`config.mk`:
```
export PLATFORM = sky130hd
export DESIGN_NAME = pap_port
export DESIGN_NICKNAME = d
export VERILOG_FILES = /design/src/hw/pap_pkg.sv /design/src/hw/pap_pin_sync.sv /design/src/hw/pap_port.sv
export VERILOG_INCLUDE_DIRS = /design/src /design/src/hw
export SDC_FILE = /design/constraint.sdc
export NUM_CORES = 1
export LEC_CHECK = 0
export ABC_AREA = 1
export BUFFER_PORTS_ARGS = -buffer_cell sky130_fd_sc_hd__buf_2
export CORE_ASPECT_RATIO = 1.75
export CORE_UTILIZATION = 49
export CTS_CLUSTER_DIAMETER = 30
export DETAILED_ROUTE_END_ITERATION = 16
export GPL_TIMING_DRIVEN = 0
export PLACE_DENSITY = 0.81
export SLEW_MARGIN = 20
export SYNTH_ARGS = -nofsm -noshare
export SYNTH_HDL_FRONTEND = slang
export SYNTH_HIERARCHICAL = 1
export SYNTH_SLANG_ARGS = --single-unit
```
`constraint.sdc`:
```
create_clock -name pclk -period 1.65 [get_ports pclk]
set_clock_uncertainty 0.2 [all_clocks]
set_input_delay 0.33 -clock pclk [delete_from_list [all_inputs] [get_ports pclk]]
set_output_delay 0.33 -clock pclk [all_outputs]
set_load 0.01 [all_outputs]
```
`src/hw/pap_cfg.svh`:
```
`ifndef PAP_CFG_SVH
`define PAP_CFG_SVH
// Register byte offsets
`define PAP_OFF_OUT      12'h000
`define PAP_OFF_PIN      12'h004
`define PAP_OFF_MODE     12'h008
// Mode register field positions
`define PAP_MODE_IIC     0
`define PAP_MODE_KBD_LO  1
`define PAP_MODE_KBD_HI  6
`define PAP_MODE_SWSTBY  7
// Reset values
`define PAP_RST_OUT      8'h00
`define PAP_RST_DIR      8'h00
`define PAP_RST_KBD      6'h00
`endif

```
`src/hw/pap_pkg.sv`:
```
package pap_pkg;
    typedef logic [7:0] pap_byte_t;
    typedef logic [1:0] pap_sync_t;
endpackage

```
`src/hw/pap_pin_sync.sv`:
```
`timescale 1ns/1ps
`default_nettype none
`include "pap_cfg.svh"
// Three-stage pin synchroniser; level accepted once stages two and three agree
module pap_pin_sync
    import pap_pkg::*;
(
    // Clock and reset
    input  wire logic pclk,
    input  wire logic presetn,
    // Pin and result
    input  wire logic pin_in,
    output logic      pin_sync
);
    typedef struct packed {
        logic s1;
        logic s2;
        logic s3;
        logic lvl;
    } pap_sync_s;

    pap_sync_s st_r;
    pap_sync_s st_nxt;

    always_comb begin
        st_nxt    = st_r;
        st_nxt.s1 = pin_in;
        st_nxt.s2 = st_r.s1;
        st_nxt.s3 = st_r.s2;
        if (st_r.s2 == st_r.s3) begin
            st_nxt.lvl = st_r.s3;
        end
    end

    always_ff @(posedge pclk or negedge presetn) begin
        if (!presetn) begin
            st_r <= '0;
        end else begin
            st_r <= st_nxt;
        end
    end

    assign pin_sync = st_r.lvl;
endmodule
`default_nettype wire

```
`src/hw/pap_port.sv`:
```
// The APB slave port and the register offsets were left to the implementer.
`timescale 1ns/1ps
`default_nettype none
`include "pap_cfg.svh"
// Contract
// - Pins 1 and 0: direction bit 0 input, 1 output driving output data.
// - Key-sense inputs of pins 1 and 0 always follow the pin.
// - One independently controlled input pull-up per port pin.
// - I2C pin-select set forces pull-ups of pins 7 to 4 off.
// - Keyboard function selected on pins 7 to 2 forces that pull-up off.
// - All pull-ups off during reset and hardware standby.
// - Otherwise pull-up on only when direction 0 and output data 1.
// - Output data register readable and writable regardless of direction.
// - Pin-state address reads live pins, writes set direction bits.
// - Keyboard enable on pins 7 to 2 hands them to keyboard buffer.
module pap_port
    import pap_pkg::*;
(
    // Clock and reset
    input  wire logic        pclk,
    input  wire logic        presetn,
    // APB slave
    input  wire logic        psel,
    input  wire logic        penable,
    input  wire logic        pwrite,
    input  wire logic [11:0] paddr,
    input  wire logic [31:0] pwdata,
    input  wire logic [3:0]  pstrb,
    output logic      [31:0] prdata,
    output logic             pready,
    output logic             pslverr,
    // Standby
    input  wire logic        hw_standby,
    // Pins
    input  wire logic [7:0]  pin_in,
    output logic      [7:0]  pin_out,
    output logic      [7:0]  pin_oe,
    output logic      [7:0]  pullup_en,
    // Keyboard buffer side of pins 7 to 2, key sense of pins 1 and 0
    input  wire logic [5:0]  kbd_out,
    input  wire logic [5:0]  kbd_oe,
    output logic      [1:0]  key_sense_input
);
    typedef struct packed {
        pap_byte_t   out;
        pap_byte_t   dir;
        logic [5:0]  kbd_en;
        logic        iic;
        logic        swstby;
        logic [31:0] rdata;
    } pap_state_s;

    pap_state_s st_r;
    pap_state_s st_nxt;
    pap_byte_t  pin_lvl;
    logic       wr;
    logic       rd;
    logic       hit;

    genvar g;
    generate
        for (g = 0; g < 8; g++) begin : g_sync
            pap_pin_sync u_sync (
                .pclk     (pclk),
                .presetn  (presetn),
                .pin_in   (pin_in[g]),
                .pin_sync (pin_lvl[g])
            );
        end
    endgenerate

    // Zero-wait slave; byte lane 0 holds all fields
    assign hit = (paddr == `PAP_OFF_OUT) || (paddr == `PAP_OFF_PIN)
                 || (paddr == `PAP_OFF_MODE);
    assign wr  = psel && penable && pwrite && hit && pstrb[0];
    assign rd  = psel && !penable && !pwrite;

    always_comb begin
        st_nxt = st_r;
        if (wr) begin
            unique case (paddr)
                `PAP_OFF_OUT: st_nxt.out = pwdata[7:0];
                `PAP_OFF_PIN: st_nxt.dir = pwdata[7:0];
                default: begin
                    st_nxt.iic    = pwdata[`PAP_MODE_IIC];
                    st_nxt.kbd_en = pwdata[`PAP_MODE_KBD_HI:`PAP_MODE_KBD_LO];
                    st_nxt.swstby = pwdata[`PAP_MODE_SWSTBY];
                end
            endcase
        end
        // Read data captured in setup so it comes from a flip-flop
        if (rd) begin
            st_nxt.rdata = 32'h0000_0000;
            if (paddr == `PAP_OFF_OUT) begin
                st_nxt.rdata[7:0] = st_r.out;
            end else if (paddr == `PAP_OFF_PIN) begin
                st_nxt.rdata[7:0] = pin_lvl;
            end else if (paddr == `PAP_OFF_MODE) begin
                st_nxt.rdata[`PAP_MODE_IIC] = st_r.iic;
                st_nxt.rdata[`PAP_MODE_KBD_HI:`PAP_MODE_KBD_LO] = st_r.kbd_en;
                st_nxt.rdata[`PAP_MODE_SWSTBY] = st_r.swstby;
            end
        end
    end

    always_ff @(posedge pclk or negedge presetn) begin
        if (!presetn) begin
            st_r        <= '0;
            st_r.out    <= `PAP_RST_OUT;
            st_r.dir    <= `PAP_RST_DIR;
            st_r.kbd_en <= `PAP_RST_KBD;
        end else begin
            st_r <= st_nxt;
        end
    end

    assign prdata  = st_r.rdata;
    assign pready  = 1'b1;
    assign pslverr = psel && penable && !hit;

    // Pin drive
    always_comb begin
        pin_out = st_r.out;
        pin_oe  = st_r.dir;
        for (int i = 0; i < 6; i++) begin
            if (st_r.kbd_en[i]) begin
                pin_out[i+2] = kbd_out[i];
                pin_oe[i+2]  = kbd_oe[i];
            end
        end
    end

    // Key sense always follows the pin, whatever the direction
    assign key_sense_input = pin_lvl[1:0];

    // Pull-ups: purely combinational so mode changes act at once
    always_comb begin
        for (int i = 0; i < 8; i++) begin
            pullup_en[i] = !st_r.dir[i] && st_r.out[i];
        end
        if (st_r.iic) begin
            pullup_en[7:4] = 4'h0;
        end
        pullup_en[7:2] = pullup_en[7:2] & ~st_r.kbd_en;
        if (!presetn || hw_standby) begin
            pullup_en = 8'h00;
        end
    end

    AST_PU_IIC: assert property (
        @(posedge pclk) disable iff (!presetn)
        st_r.iic |-> pullup_en[7:4] == 4'h0
    ) else $error("iic pull-up on");

    AST_PU_KBD: assert property (
        @(posedge pclk) disable iff (!presetn)
        (pullup_en[7:2] & st_r.kbd_en) == 6'h00
    ) else $error("kbd pull-up on");

    AST_PU_STBY: assert property (
        @(posedge pclk) disable iff (!presetn)
        hw_standby |-> pullup_en == 8'h00
    ) else $error("standby pull-up");

    AST_PU_ON: assert property (
        @(posedge pclk) disable iff (!presetn)
        (!hw_standby && !st_r.iic && st_r.kbd_en == 6'h00)
        |-> pullup_en == (~st_r.dir & st_r.out)
    ) else $error("pull-up wrong");

    AST_DIR_WR: assert property (
        @(posedge pclk) disable iff (!presetn)
        (wr && paddr == `PAP_OFF_PIN) |=> st_r.dir == $past(pwdata[7:0])
    ) else $error("dir write lost");

    AST_OUT_WR: assert property (
        @(posedge pclk) disable iff (!presetn)
        (wr && paddr == `PAP_OFF_OUT) |=> st_r.out == $past(pwdata[7:0])
    ) else $error("out write lost");

    AST_OE_LO: assert property (
        @(posedge pclk) disable iff (!presetn)
        pin_oe[1:0] == st_r.dir[1:0] && pin_out[1:0] == st_r.out[1:0]
    ) else $error("low pin drive");

    AST_KEY: assert property (
        @(posedge pclk) disable iff (!presetn)
        key_sense_input == pin_lvl[1:0]
    ) else $error("key sense");

    AST_KBD_OE: assert property (
        @(posedge pclk) disable iff (!presetn)
        st_r.kbd_en[0] |-> pin_oe[2] == kbd_oe[0]
    ) else $error("kbd drive");

    // Reset must hold pull-ups off even before the first clock
    AST_RST_PU: assert property (
        @(posedge pclk)
        !presetn |-> pullup_en == 8'h00
    ) else $error("pull-up on in reset");

    AST_RST_OE: assert property (
        @(posedge pclk)
        !presetn |-> pin_oe == 8'h00
    ) else $error("pin driven in reset");

    AST_PU_DIR_OUT: assert property (
        @(posedge pclk) disable iff (!presetn)
        (pullup_en & (st_r.dir | ~st_r.out)) == 8'h00
    ) else $error("pull-up on output pin");

    AST_PU_SWSTBY: assert property (
        @(posedge pclk) disable iff (!presetn)
        (st_r.swstby && !hw_standby && !st_r.iic && st_r.kbd_en == 6'h00)
        |-> pullup_en == (~st_r.dir & st_r.out)
    ) else $error("soft standby pull-up");

    AST_PU_LO_NIBBLE: assert property (
        @(posedge pclk) disable iff (!presetn)
        (!hw_standby && st_r.kbd_en[1:0] == 2'h0)
        |-> pullup_en[3:0] == (~st_r.dir[3:0] & st_r.out[3:0])
    ) else $error("low nibble pull-up");

    AST_PU_LOW2: assert property (
        @(posedge pclk) disable iff (!presetn)
        !hw_standby |-> pullup_en[1:0] == (~st_r.dir[1:0] & st_r.out[1:0])
    ) else $error("pins 1 0 pull-up");

    AST_KBD_OE_ALL: assert property (
        @(posedge pclk) disable iff (!presetn)
        ((pin_oe[7:2] ^ kbd_oe) & st_r.kbd_en) == 6'h00
    ) else $error("kbd enable drive");

    AST_KBD_OUT_ALL: assert property (
        @(posedge pclk) disable iff (!presetn)
        ((pin_out[7:2] ^ kbd_out) & st_r.kbd_en) == 6'h00
    ) else $error("kbd data drive");

    AST_PLAIN_OE: assert property (
        @(posedge pclk) disable iff (!presetn)
        ((pin_oe[7:2] ^ st_r.dir[7:2]) & ~st_r.kbd_en) == 6'h00
    ) else $error("plain pin direction");

    AST_PLAIN_OUT: assert property (
        @(posedge pclk) disable iff (!presetn)
        ((pin_out[7:2] ^ st_r.out[7:2]) & ~st_r.kbd_en) == 6'h00
    ) else $error("plain pin data");

    AST_RD_OUT: assert property (
        @(posedge pclk) disable iff (!presetn)
        (rd && paddr == `PAP_OFF_OUT) |=> prdata == {24'h000000, $past(st_r.out)}
    ) else $error("output data read");

    AST_RD_PIN: assert property (
        @(posedge pclk) disable iff (!presetn)
        (rd && paddr == `PAP_OFF_PIN) |=> prdata == {24'h000000, $past(pin_lvl)}
    ) else $error("pin state read");

    AST_RD_UNMAPPED: assert property (
        @(posedge pclk) disable iff (!presetn)
        (rd && !hit) |=> prdata == 32'h0000_0000
    ) else $error("unmapped read data");

    AST_OUT_HOLD: assert property (
        @(posedge pclk) disable iff (!presetn)
        !(wr && paddr == `PAP_OFF_OUT) |=> $stable(st_r.out)
    ) else $error("output data moved");

    AST_DIR_HOLD: assert property (
        @(posedge pclk) disable iff (!presetn)
        !(wr && paddr == `PAP_OFF_PIN) |=> $stable(st_r.dir)
    ) else $error("direction moved");

    // Lane 0 carries every field, so a write without it is dropped
    AST_STRB_IGN: assert property (
        @(posedge pclk) disable iff (!presetn)
        (psel && penable && pwrite && !pstrb[0])
        |=> $stable(st_r.out) && $stable(st_r.dir)
    ) else $error("strobe-less write landed");

    AST_PREADY: assert property (
        @(posedge pclk) disable iff (!presetn)
        pready
    ) else $error("wait state inserted");

    AST_SLVERR_OK: assert property (
        @(posedge pclk) disable iff (!presetn)
        (psel && penable && hit) |-> !pslverr
    ) else $error("error on mapped access");

    AST_SLVERR_BAD: assert property (
        @(posedge pclk) disable iff (!presetn)
        (psel && penable && !hit) |-> pslverr
    ) else $error("no error on unmapped access");

    AST_KEY_OUTDIR: assert property (
        @(posedge pclk) disable iff (!presetn)
        (st_r.dir[1:0] != 2'h0) |-> key_sense_input == pin_lvl[1:0]
    ) else $error("key sense lost on output");

    AST_MODE_IIC_WR: assert property (
        @(posedge pclk) disable iff (!presetn)
        (wr && paddr == `PAP_OFF_MODE) |=> st_r.iic == $past(pwdata[`PAP_MODE_IIC])
    ) else $error("iic select write lost");

    AST_MODE_KBD_WR: assert property (
        @(posedge pclk) disable iff (!presetn)
        (wr && paddr == `PAP_OFF_MODE) |=> st_r.kbd_en == $past(pwdata[6:1])
    ) else $error("kbd enable write lost");
endmodule
`default_nettype wire

```
Word-level counts from Yosys, hierarchy flattened
Cells that the tools add are included.

word-level totals
  register bits = 64
  input port bits = 74
  output and inout port bits = 60
  logic and storage cells = 103

operators by class
  equality and inequality tests = 10
  muxes and demuxes = 17
  bitwise operators = 3
  reduce and logical (&&, ||, !) cells = 35

operators with widths
  cell                                                               count
  8-bit two-way mux                                                  4
  1-bit logical AND                                                  15
  12-bit by 3-bit == test with 1-bit output (second input constant)  1
  12-bit by 4-bit == test with 1-bit output (second input constant)  1
  1-bit zero test                                                    12
  12-bit zero test                                                   1
  1-bit two-way mux                                                  12
  1-bit == test                                                      8
  6-bit AND                                                          1
  6-bit NOT                                                          1
  2-bit AND reduction                                                3
  4-bit two-way mux                                                  1
  1-bit logical OR                                                   3
  2-bit OR reduction                                                 1
  1-bit NOT                                                          1

Logic depth before layout (Yosys ltp)
  word-level depth = 6
  mapped depth = 9
  mapped depth without buffers = 8

Hierarchy
The synthesis kept the hierarchy.

by module, submodules not included
  module        times used  cells each  area each (um^2)  sequential area each (um^2)
  pap_port      1           313         2391.0            800.8
  pap_pin_sync  8           8           116.4             100.1

Least setup slack after synthesis
Ideal clock, no wire load.

  kind = in2out
  from = input port presetn
  to = output port pullup_en[7]
  arrival time = 1151 ps
  data required time = 1120 ps
  slack = -31 ps
  stages on the path = 5
  path buffers = 0
  cell sequence = inv_1 nor2_1 inv_1 or2_2 nor4_1

between the ends
  cells in the longest elaborated chain, start to end = 3

RTL lines
  item                       line             text
  from (decl)                pap_port.sv:21   input wire logic presetn,
  1-bit zero test (no line)  --
  1-bit logical OR           pap_port.sv:145  if (!presetn || hw_standby) begin
  8-bit two-way mux          pap_port.sv:145
  to (decl)                  pap_port.sv:38   output logic [7:0] pullup_en,

No other way between the ends.

Worst setup path in the final report
  from = register st_r[33] (netlist name)
  to = output port pullup_en[5]

between the ends
  cells in the longest elaborated chain, start to end = 3

RTL lines
  item                    line             text
  from (decl)             pap_port.sv:53   pap_state_s st_r;
  from (signal assigned)  pap_port.sv:113  st_r <= st_nxt;
  4-bit two-way mux       pap_port.sv:141  if (st_r.iic) begin
  6-bit AND               pap_port.sv:144  pullup_en[7:2] = pullup_en[7:2] & ~st_r.kbd_en;
  8-bit two-way mux       pap_port.sv:145

No other way between the ends.

==> results_dict.tcl <==
set metrics [dict create \
    die_height_um 111 \
    yosysTopAreaCell "sky130_fd_sc_hd__dfrtp_1" \
    vias 2989 \
    root_buffer "sky130_fd_sc_hd__clkbuf_16" \
    timing.hold.ws_ps 61.7 \
    worst_skew_pair.late_latency_ps 340 \
    status "finished with violations" \
    antenna_left 0 \
    finalSetupViolations 12 \
    power_density_over_the_cells_nw_per_um2 800 \
    n_fill_cell 477 \
    netlist.area_leader.share_pct 48.2 \
    synth_area_per_cell_um2 8.81 \
    grt_antenna_before_repair 0 \
    critical_path.n_buffers_inverters 1 \
    drv_slew 0 \
    leakagePower_nw 2.79 \
    drv.max_cap_violation_count 0 \
    detail_route.wirelength_um 8660 \
    cts.reportedPaths.clkPinSlew_ps 50 \
    synth_cells 377 \
    synth-seq-area-share_pct 48.2 \
    overall_track_demand_over_capacity_in_global_routing_pct 25.3 \
    numCtsBuffers 9 \
    finalSetupTns_ps -997 \
    crit_required_ps 1120 \
    layout-area-overhead-vs-synth_pct 43.2 \
    count_of_different_cell_masters_after_synthesis 31 \
    post_synth_main_area_contributors "sky130_fd_sc_hd__dfrtp_1 48%, sky130_fd_sc_hd__nand2_1 14%, sky130_fd_sc_hd__buf_4 9.0%" \
    violations "setup timing" \
    drt_iter0_markers 150 \
    floorplan_die_area_um2 7130 \
    period_needed_ps 1830 \
    globalplace.congestion 0.855 \
    pin_count 134 \
    placeableCoreArea_um2 6540 \
    placedInstanceArea_um2 3930 \
    cell_chain_critical_path "or2_4 > nor3_1 > buf_2" \
    num-nets-final 601 \
    mostFrequentLayoutCell "sky130_fd_sc_hd__nand2_1" \
    dp.final_hpwl_um 5410 \
    grt_pass1_wl_um 13400 \
    layout.cell_area.non_filler_um2 4760 \
    die_width_um 64.2 \
    initial_core_util_pct 50.8 \
    vias_in_the_first_global_route 2869 \
    cp_data_arrival_time_ps 1300 \
    finalHoldViolations 0 \
    remaining_drc_errors 0 \
    floorplan.rows 39 \
    worstHoldPathType "input port to flop" \
    preCtsSetupSlack_ps -862 \
    worst_setup_path_end_kind "primary output" \
    critical-path-max-stage-delay_ps 380 \
    post_drt_wl_per_cell_um 14.1 \
    path_class "flop to primary output" \
    fin_crit_sh_pct 111 \
    clock_path_buffers 2 \
    synth_seq_cells 64 \
    global_route.overflow_total 0 \
    worst_setup_path_start_kind "flop" \
    crit_fanout 4 \
    drt_first_pass_iters 4 \
    slowest_stage "sky130_fd_sc_hd__dfrtp_1" \
    grt_setup_unrepaired "true" \
    grt_start_max_net_pins 33 \
    share_of_final_layout_standard_cells_stronger_than_drive_strength_1_pct 41.0 \
    max-vdd-ir-drop_uv 837 \
    cts-htree-levels 3 \
    mostFrequentLayoutCells "116 x sky130_fd_sc_hd__nand2_1, 72 x sky130_fd_sc_hd__buf_2, 61 x sky130_fd_sc_hd__dfrtp_1" \
    clock_sink_count 64 \
    kind_of_cell_adding_the_most_delay_to_the_critical_path "simple AND/OR/NAND/NOR gates" \
    port_buffers 81 \
    post_drt_via_cell_ratio 4.87 \
    yosysWarnings 6 \
    max_freq_mhz 547 \
    diodes_inserted 0 \
    mappedNetlistArea_um2 3320 \
    clock_tree_from_tritoncts "done" \
    final_worst_slack_ps -179 \
]
==> path summary, 6_finish.rpt <==
path                                            start                    endpoint  slack (ps)  depth (start not counted)
min in group asynchronous                     presetn                    st_r[52]         350                          3
min reg2reg                g_sync[6].u_sync/st_nxt[2]  g_sync[6].u_sync/st_nxt[1]         150                          0
max reg2reg                                  st_r[35]                   prdata[2]         340                          6
max                                          st_r[33]                pullup_en[5]        -180                          3
max in group asynchronous                     presetn                    st_r[37]         540                          3
min                                         pwdata[0]                    st_r[33]          60                          3
==> tightest hold or removal path, stage by stage <==
cell                      delay (ps)
sky130_fd_sc_hd__buf_2           110
sky130_fd_sc_hd__inv_1            60
sky130_fd_sc_hd__o21ai_2          60
==> Yosys cell counts (all sizes together) <==
cell type,count
a21oi,8
buf,45
clkinv,1
conb,2
dfrtp,64
inv,41
mux2,1
nand2,132
nand3,13
nand3b,6
nand4,18
nor2,20
nor3,7
nor4,1
o211ai,8
o21ai,9
or2,1
==> through the flow <==
step / cells / total power, mW / util [%]
global route: 614 / 3.93 / 72.8
floorplan: 400 / 1.84 / -
finish: 614 / 3.81 / 72.8
CTS: 606 / 3.77 / 69.5
detailed placement: 563 / 1.96 / 60.0
global placement: 563 / 1.95 / 60.0
==> layer usage <==
metal  global-route usage, %  share of wire, %  vias to the layer above
li1                        -                 -                     1432
met1                    25.9                35                     1399
met2                    45.1                55                      131
met3                    5.25               5.3                       27
met4                    16.1               4.2                        0
met5                       0                 0                        -
==> power by group <==
group	total, mW	switching [mW]	internal [mW]
logic	0.378	0.186	0.192
clock network	1.77	0.710	1.06
registers	1.66	0.0366	1.62
==> sequential cells by signal (all words and copies together) (netlist names) <==
register / flops
g_sync.u_sync/st_r: 8
g_sync.u_sync/pin_sync: 8
pin_out: 2
g_sync.u_sync/st_nxt: 16
prdata: 8
st_r: 20
pin_oe: 2
==> cells by family after synthesis <==
family | after synthesis | share of synthesized area, %
and+or+nand+nor | 198 | 30.3
buffers and inverters | 87 | 15.6
DFF | 64 | 48.2
AOI/OAI and AO/OA | 25 | 5.27
other | 2 | 0.226
muxes | 1 | 0.339
==> cell type report <==
type	instances	area (um2)	share of cell area, %
plain buffers	45	363	7.63
clock buffers	10	239	5.02
clock inverters	6	43.8	0.921
inverters	42	164	3.45
multi-input cells	249	1360	28.5
flip-flops and latches	64	1610	33.7
well taps	82	103	2.16
repair buffers	116	885	18.6
==> timing repair <==
action                                 4_1_cts  5_1_grt
pin swaps                                    7       13
buffers inserted                            13        7
resized for setup                           14       35
endpoints found under the hold margin       72       16
setup endpoints to repair                   12       22
gates cloned                                 2        0
hold buffers                                12        1
(Power assumes the default switching activity.)
